===== src/rtl/ssmd_pkg.sv =====
// package: layout of the status/control register map table words
package ssmd_pkg;

	// ************************************************************
	// table word indices
	// ************************************************************
	localparam logic [1:0] W_VOL_BASE = 2'h0;
	localparam logic [1:0] W_NVOL_BASE = 2'h1;
	localparam logic [1:0] W_CMD_BUSY = 2'h2;
	localparam logic [1:0] W_PROG_FAULT = 2'h3;

	// ************************************************************
	// generic command and busy word, lsb positions
	// ************************************************************
	localparam int CMD_RD_SUP = 31;
	localparam int CMD_WR_SUP = 30;
	localparam int CMD_LEN = 28;
	localparam int CMD_DUMMY_VOL = 23;
	localparam int CMD_DUMMY_NVOL = 18;
	localparam int BUSY_AVAIL = 17;
	localparam int BUSY_POL = 16;
	localparam int BUSY_ADDR_POS = 15;
	localparam int BUSY_BIT = 11;
	localparam int BUSY_ADDR = 3;
	localparam int CMD_RSVD = 0;
	localparam int CMD_RSVD_W = 3;

	// ************************************************************
	// program fault word, lsb positions
	// ************************************************************
	localparam int PERR_AVAIL = 31;
	localparam int PERR_POL = 30;
	localparam int PERR_ADDR_POS = 29;
	localparam int PERR_SHARED = 28;
	localparam int PERR_BIT = 24;
	localparam int PERR_ADDR = 16;
	localparam int PERR_RSVD = 0;
	localparam int PERR_RSVD_W = 16;

	// ************************************************************
	// encodings, reset values and read latency
	// ************************************************************
	localparam logic [1:0] CMD_LEN_6_BYTES = 2'h0;
	localparam logic [31:0] WORD_RESET = 32'h0000_0000;
	localparam int READ_LATENCY = 1;

endpackage


===== src/rtl/ssmd_flag_pick.sv =====
// flag picker: selects one indicator bit and normalises its polarity
`timescale 1ns/1ps
module ssmd_flag_pick (
	// physical register contents
	input wire logic [15:0] reg_val_i,
	// indicator description
	input wire logic [3:0] bit_pos_i,
	input wire logic inverted_i,
	input wire logic avail_i,
	// result, one means busy or failed
	output logic flag_o
);
	// an unavailable indicator never reports, so a host polling it cannot hang
	assign flag_o = avail_i & (reg_val_i[bit_pos_i] ^ inverted_i);
endmodule


===== src/rtl/ssmd_decoder.sv =====
// status register map table: word server and busy / program fault tracker
//
// Behaviour
// - word 0 holds the 32-bit volatile register block base offset.
// - word 1 holds the 32-bit non-volatile register block base offset.
// - word 2 bit 31 flags generic register read support; host obeys it.
// - word 2 bit 30 flags generic register write support; host obeys it.
// - word 2 bits 29:28 give command-address length; only 00, six bytes.
// - word 2 bits 27:23 give volatile read dummy cycles, 0 to 31.
// - word 2 bits 22:18 give non-volatile read dummy cycles, 0 to 31.
// - word 2 bit 17 says a busy indicator exists; else host must not poll.
// - word 2 bits 14:11 give busy bit position in its register.
// - word 2 bits 10:3 give busy register local address.
// - reserved bits 2:0 of word 2 and 15:0 of word 3 read zero.
// - word 3 bit 31 flags a program fault indicator; else ignore fields.
// - word 3 bit 28 set when one bit reports program and erase faults.
// - word 3 bits 27:24 give program fault bit position.
// - word 3 bits 23:16 give program fault register local address.
`timescale 1ns/1ps
module ssmd_decoder
	import ssmd_pkg::*;
(
	// clock and reset
	input wire logic core_clk_i,
	input wire logic reset_i,
	// table contents, captured on load_i
	input wire logic load_i,
	input wire logic [31:0] cfg_vol_base_i,
	input wire logic [31:0] cfg_nvol_base_i,
	input wire logic cfg_rd_sup_i,
	input wire logic cfg_wr_sup_i,
	input wire logic [4:0] cfg_dummy_vol_i,
	input wire logic [4:0] cfg_dummy_nvol_i,
	input wire logic cfg_busy_avail_i,
	input wire logic cfg_busy_pol_i,
	input wire logic cfg_busy_addr_pos_i,
	input wire logic [3:0] cfg_busy_bit_i,
	input wire logic [7:0] cfg_busy_addr_i,
	input wire logic cfg_perr_avail_i,
	input wire logic cfg_perr_pol_i,
	input wire logic cfg_perr_addr_pos_i,
	input wire logic cfg_perr_shared_i,
	input wire logic [3:0] cfg_perr_bit_i,
	input wire logic [7:0] cfg_perr_addr_i,
	// table word read port
	input wire logic rd_req_i,
	input wire logic [1:0] rd_index_i,
	output logic [31:0] rd_data_o,
	output logic rd_valid_o,
	// observed register reads
	input wire logic stat_valid_i,
	input wire logic [7:0] stat_addr_i,
	input wire logic [15:0] stat_data_i,
	// normalised indicator flags, busy fall pulse and load status
	output logic busy_o,
	output logic prog_fault_o,
	output logic busy_done_o,
	output logic loaded_o
);

	// ************************************************************
	// state
	// ************************************************************
	typedef struct packed {
		logic [31:0] vol_base;
		logic [31:0] nvol_base;
		logic [31:0] cmd_busy;
		logic [31:0] prog_fault;
		logic [31:0] rd_data;
		logic rd_valid;
		logic busy;
		logic prog_fault_flag;
		logic busy_done;
		logic loaded;
	} ssmd_state_t;

	ssmd_state_t cur;
	ssmd_state_t next_cur;
	logic busy_pick;
	logic perr_pick;
	logic busy_hit;
	logic perr_hit;

	// ************************************************************
	// indicator pickers
	// ************************************************************
	ssmd_flag_pick u_busy_pick (
		.reg_val_i(stat_data_i),
		.bit_pos_i(cur.cmd_busy[BUSY_BIT +: 4]),
		.inverted_i(cur.cmd_busy[BUSY_POL]),
		.avail_i(cur.cmd_busy[BUSY_AVAIL]),
		.flag_o(busy_pick)
	);

	ssmd_flag_pick u_perr_pick (
		.reg_val_i(stat_data_i),
		.bit_pos_i(cur.prog_fault[PERR_BIT +: 4]),
		.inverted_i(cur.prog_fault[PERR_POL]),
		.avail_i(cur.prog_fault[PERR_AVAIL]),
		.flag_o(perr_pick)
	);

	// an unavailable indicator is never tracked
	assign busy_hit = stat_valid_i & cur.loaded & cur.cmd_busy[BUSY_AVAIL]
		& (stat_addr_i == cur.cmd_busy[BUSY_ADDR +: 8]);
	assign perr_hit = stat_valid_i & cur.loaded & cur.prog_fault[PERR_AVAIL]
		& (stat_addr_i == cur.prog_fault[PERR_ADDR +: 8]);

	// ************************************************************
	// next state
	// ************************************************************
	always_comb begin
		next_cur = cur;
		next_cur.rd_valid = 1'b0;
		next_cur.busy_done = 1'b0;
		if (load_i) begin
			next_cur.vol_base = cfg_vol_base_i;
			next_cur.nvol_base = cfg_nvol_base_i;
			next_cur.cmd_busy = WORD_RESET;
			next_cur.cmd_busy[CMD_RD_SUP] = cfg_rd_sup_i;
			next_cur.cmd_busy[CMD_WR_SUP] = cfg_wr_sup_i;
			// only one length is defined, so the field cannot carry anything else
			next_cur.cmd_busy[CMD_LEN +: 2] = CMD_LEN_6_BYTES;
			next_cur.cmd_busy[CMD_DUMMY_VOL +: 5] = cfg_dummy_vol_i;
			next_cur.cmd_busy[CMD_DUMMY_NVOL +: 5] = cfg_dummy_nvol_i;
			next_cur.cmd_busy[BUSY_AVAIL] = cfg_busy_avail_i;
			next_cur.cmd_busy[BUSY_POL] = cfg_busy_pol_i;
			next_cur.cmd_busy[BUSY_ADDR_POS] = cfg_busy_addr_pos_i;
			next_cur.cmd_busy[BUSY_BIT +: 4] = cfg_busy_bit_i;
			next_cur.cmd_busy[BUSY_ADDR +: 8] = cfg_busy_addr_i;
			next_cur.prog_fault = WORD_RESET;
			next_cur.prog_fault[PERR_AVAIL] = cfg_perr_avail_i;
			next_cur.prog_fault[PERR_POL] = cfg_perr_pol_i;
			next_cur.prog_fault[PERR_ADDR_POS] = cfg_perr_addr_pos_i;
			next_cur.prog_fault[PERR_SHARED] = cfg_perr_shared_i;
			next_cur.prog_fault[PERR_BIT +: 4] = cfg_perr_bit_i;
			next_cur.prog_fault[PERR_ADDR +: 8] = cfg_perr_addr_i;
			next_cur.loaded = 1'b1;
			next_cur.busy = 1'b0;
			next_cur.prog_fault_flag = 1'b0;
		end else begin
			if (busy_hit) begin
				next_cur.busy = busy_pick;
				next_cur.busy_done = cur.busy & ~busy_pick;
			end
			if (perr_hit) begin
				next_cur.prog_fault_flag = perr_pick;
			end
		end
		// reads see the words as they stood before any load in the same cycle
		if (rd_req_i) begin
			next_cur.rd_valid = 1'b1;
			case (rd_index_i)
				W_VOL_BASE: next_cur.rd_data = cur.vol_base;
				W_NVOL_BASE: next_cur.rd_data = cur.nvol_base;
				W_CMD_BUSY: next_cur.rd_data = cur.cmd_busy;
				W_PROG_FAULT: next_cur.rd_data = cur.prog_fault;
				default: next_cur.rd_data = WORD_RESET;
			endcase
		end
	end

	// ************************************************************
	// registers
	// ************************************************************
	always_ff @(posedge core_clk_i) begin
		if (reset_i) begin
			cur <= '0;
		end else begin
			cur <= next_cur;
		end
	end

	assign rd_data_o = cur.rd_data;
	assign rd_valid_o = cur.rd_valid;
	assign busy_o = cur.busy;
	assign prog_fault_o = cur.prog_fault_flag;
	assign busy_done_o = cur.busy_done;
	assign loaded_o = cur.loaded;
endmodule


===== config.mk =====
export PLATFORM = sky130hd
export DESIGN_NAME = ssmd_decoder
export DESIGN_NICKNAME = d
export VERILOG_FILES = /design/src/rtl/ssmd_pkg.sv /design/src/rtl/ssmd_flag_pick.sv /design/src/rtl/ssmd_decoder.sv
export SDC_FILE = /design/constraint.sdc
export NUM_CORES = 1
export LEC_CHECK = 0
export BUFFER_PORTS_ARGS = -buffer_cell sky130_fd_sc_hd__clkbuf_2
export CORE_ASPECT_RATIO = 2
export CORE_MARGIN = 10
export CORE_UTILIZATION = 46
export CTS_CLUSTER_DIAMETER = 100
export DETAILED_ROUTE_END_ITERATION = 8
export MAX_ROUTING_LAYER = met4
export PLACE_DENSITY = 0.71
export SYNTH_ARGS = -nofsm -noshare
export SYNTH_HDL_FRONTEND = slang
export SYNTH_HIERARCHICAL = 1
export SYNTH_SLANG_ARGS = --single-unit

===== constraint.sdc =====
create_clock -name core_clk_i -period 2.2 [get_ports core_clk_i]
set_input_delay 0 -clock core_clk_i [delete_from_list [all_inputs] [get_ports core_clk_i]]
set_output_delay 0 -clock core_clk_i [all_outputs]
set_load 0.05 [all_outputs]

==> impl_metrics.tcl <==
set metrics [dict create \
    numCtsBuffers 17 \
    gr-total-overflow 0 \
    fp.coreArea_mm2 0.0136 \
    p_clk_frac 0.429 \
    track_usage 0.212 \
    ant_nets 0 \
    syn_nets 748 \
    dieWidth_um 103 \
    wl_mm 19.6 \
    postLayoutCoreUtil 0.653 \
    portBuffers 174 \
    met1_usage 0.212 \
    via_count 5359 \
    skew_ns 0.00915 \
    cts.htree.levels 4 \
    use_met2 0.361 \
    cts_tree "done" \
    cp_max_fo 5 \
    slew_headroom 0.267 \
    clock-root-buffer "clkbuf_16" \
    synth_seq_area_share 0.451 \
    place_ws_ns 0.0586 \
    seq_power_share 0.422 \
    ios 175 \
    p_leak_nw 4.13 \
    synth.avg_cell_area_um2 10.5 \
    rsz0062_at_grt "false" \
    clk_pin_slew_worst_paths_ns 0.06 \
    wl_per_cell_um 18.7 \
    viasPerCell 5.10 \
    internal_power_mw 5.08 \
    cp.required_ns 2.49 \
    fmax_mhz 484 \
    first_pass_iters 4 \
    synth-seq-cells 144 \
    worstSetupPathType "flip-flop to flip-flop" \
    worst_slack_ns 0.132 \
    power.total_mw 6.79 \
    clkSinkCount 144 \
    grt-busiest-layer "met2" \
    dpl_cell_area_mm2 0.00718 \
    setup_tns_ns 0 \
    die_area_mm2 0.0193 \
    cts_max_path_buffers 2 \
    p_sw_frac 0.252 \
    yosysWarnings 6 \
    start_util 0.471 \
    synth_cell_type_count 24 \
    final_nets 987 \
    cellPowerDensity_mw_per_mm2 766 \
    hold_violations 0 \
    syn2layout_area_growth_pct 38.6 \
    final_cells 1050 \
    synthCells 610 \
    multiInputGateArea_mm2 0.00306 \
    insertion_delay_ns 0.41 \
    netSwitchingPower_mw 1.71 \
    synthesis.area_mm2 0.00640 \
    ff_latch_area_mm2 0.00289 \
    fillers 1029 \
    antenna_found_initial 2 \
    drt_iter0_markers 157 \
    hold_class "input pin to flip-flop" \
    hpwl_mm 13.8 \
    power_frac_comb 0.149 \
    placedCellCount 908 \
    tightest_slew_ns 1.10 \
    grt_pass1_vias 5879 \
    dieHeight_um 187 \
    finalSetupViolations 0 \
    grt_use_met3 0.0447 \
    status "completed" \
    gp_congestion 0.909 \
    row_count 60 \
    fin_crit_sh 0.940 \
    grt_pass1_wl_mm 30.6 \
    endpoint_kind "flip-flop" \
    drc 0 \
    grt_max_degree 59 \
    fin_crit_ns 2.07 \
    start_kind "flip-flop" \
    drive_gt1_frac 0.276 \
    hold_ws_ns 0.0626 \
    peakVddDrop_mv 0.544 \
    fin_area_mm2 0.00887 \
    worstPathArrival_ns 2.35 \
    drv_cap 0 \
    slew_viol_final 0 \
]
## final timing paths
kind | start | depth (start not counted) | endpoint | slack, ns
max | cur[63] | 6 | prog_fault_o | 0.13
min | stat_addr_i[7] | 5 | busy_done_o | 0.06
max reg2reg | cur[63] | 6 | prog_fault_o | 0.13
min reg2reg | prog_fault_o | 2 | prog_fault_o | 0.48
## final cells by class
class                      count  area share
clock buffer                  19      0.0499
tap                          186      0.0262
antenna                        2    0.000564
multi-input combinational    392       0.345
clock inverter                13      0.0179
timing repair buffer         294       0.235
sequential                   144       0.325
## cell usage after synthesis
master	instances	area [um2]
or4_4	1	11.3
mux2i_1	142	1420
clkbuf_1	17	63.8
nor2_1	159	597
a22oi_1	2	15.0
and2_1	2	12.5
buf_1	2	7.51
nand2_1	4	15.0
nor3_1	2	10.0
nor2b_1	2	12.5
nand3_1	3	15.0
buf_6	2	22.5
dfxtp_1	144	2880
a211oi_1	15	113
mux4_2	16	360
buf_4	36	270
buf_8	1	15.0
mux2_2	2	22.5
xor2_1	3	26.3
xnor2_1	15	131
mux4_1	8	210
a21oi_1	13	65.1
buf_2	16	80.1
nand4_1	3	18.8
## worst max-delay path: stages, from the launching register on
cell and delay (ns):
dfxtp_1 0.42, mux4_1 0.58, mux4_2 0.50, xor2_1 0.16
and2_1 0.16, nand2_1 0.06, mux2i_1 0.07
## layer usage
layer | part of all wire | wire (um) | vias up
met4 | 0.058 | 1130 | 0
met5 | 0 | 0 | -
li1 | - | - | 2560
met1 | 0.36 | 7080 | 2561
met3 | 0.043 | 850 | 65
met2 | 0.54 | 10500 | 173
## cells by family (layout without fill, tap and decap cells)
kind of cell / count (synthesis) / count (layout) / share of synthesized area
compound gates: 30 / 30 / 0.0301
xor+xnor: 18 / 18 / 0.0246
buf+inv: 74 / 326 / 0.0718
flops: 144 / 144 / 0.451
mux: 168 / 168 / 0.315
other cells: 0 / 2 / 0
simple gates: 176 / 176 / 0.108
## flip-flops by register name (all words and copies together) (netlist names)
signal and flops:
loaded_o 1, cur 107, busy_done_o 1, busy_o 1, rd_data_o 32, rd_valid_o 1
prog_fault_o 1
## placed cells by master, fill, tap and decap left out, types with 13 or more instances in the layout
| master | Yosys | routed |
|---|---|---|
| mux2i_1 | 142 | 142 |
| nor2_1 | 159 | 159 |
| dfxtp_1 | 144 | 142 |
| dlygate4sd3_1 | 0 | 108 |
| a21oi_1 | 13 | 13 |
| clkbuf_2 | 0 | 172 |
| clkbuf_16 | 0 | 17 |
| xnor2_1 | 15 | 15 |
| a211oi_1 | 15 | 15 |
| mux4_2 | 16 | 16 |
## power groups by stage
stage / combinational, mW / clock, mW / sequential (mW)
3_5_place_dp: 0.850 / 0 / 2.92
2_1_floorplan: 0.623 / 0 / 2.89
3_3_place_gp: 0.828 / 0 / 2.91
4_1_cts: 1.01 / 2.98 / 2.86
6_report: 1.01 / 2.92 / 2.86
5_1_grt: 1.09 / 3.09 / 2.88
## timing repair
item / in CTS / in global routing
endpoints found under the setup margin: 0 / 2
buffers inserted: 0 / 0
hold endpoints to repair: 109 / 0
gates resized for setup: 0 / 2
hold buffers: 108 / 0
No activity file was read; power rests on OpenSTA's default activity.
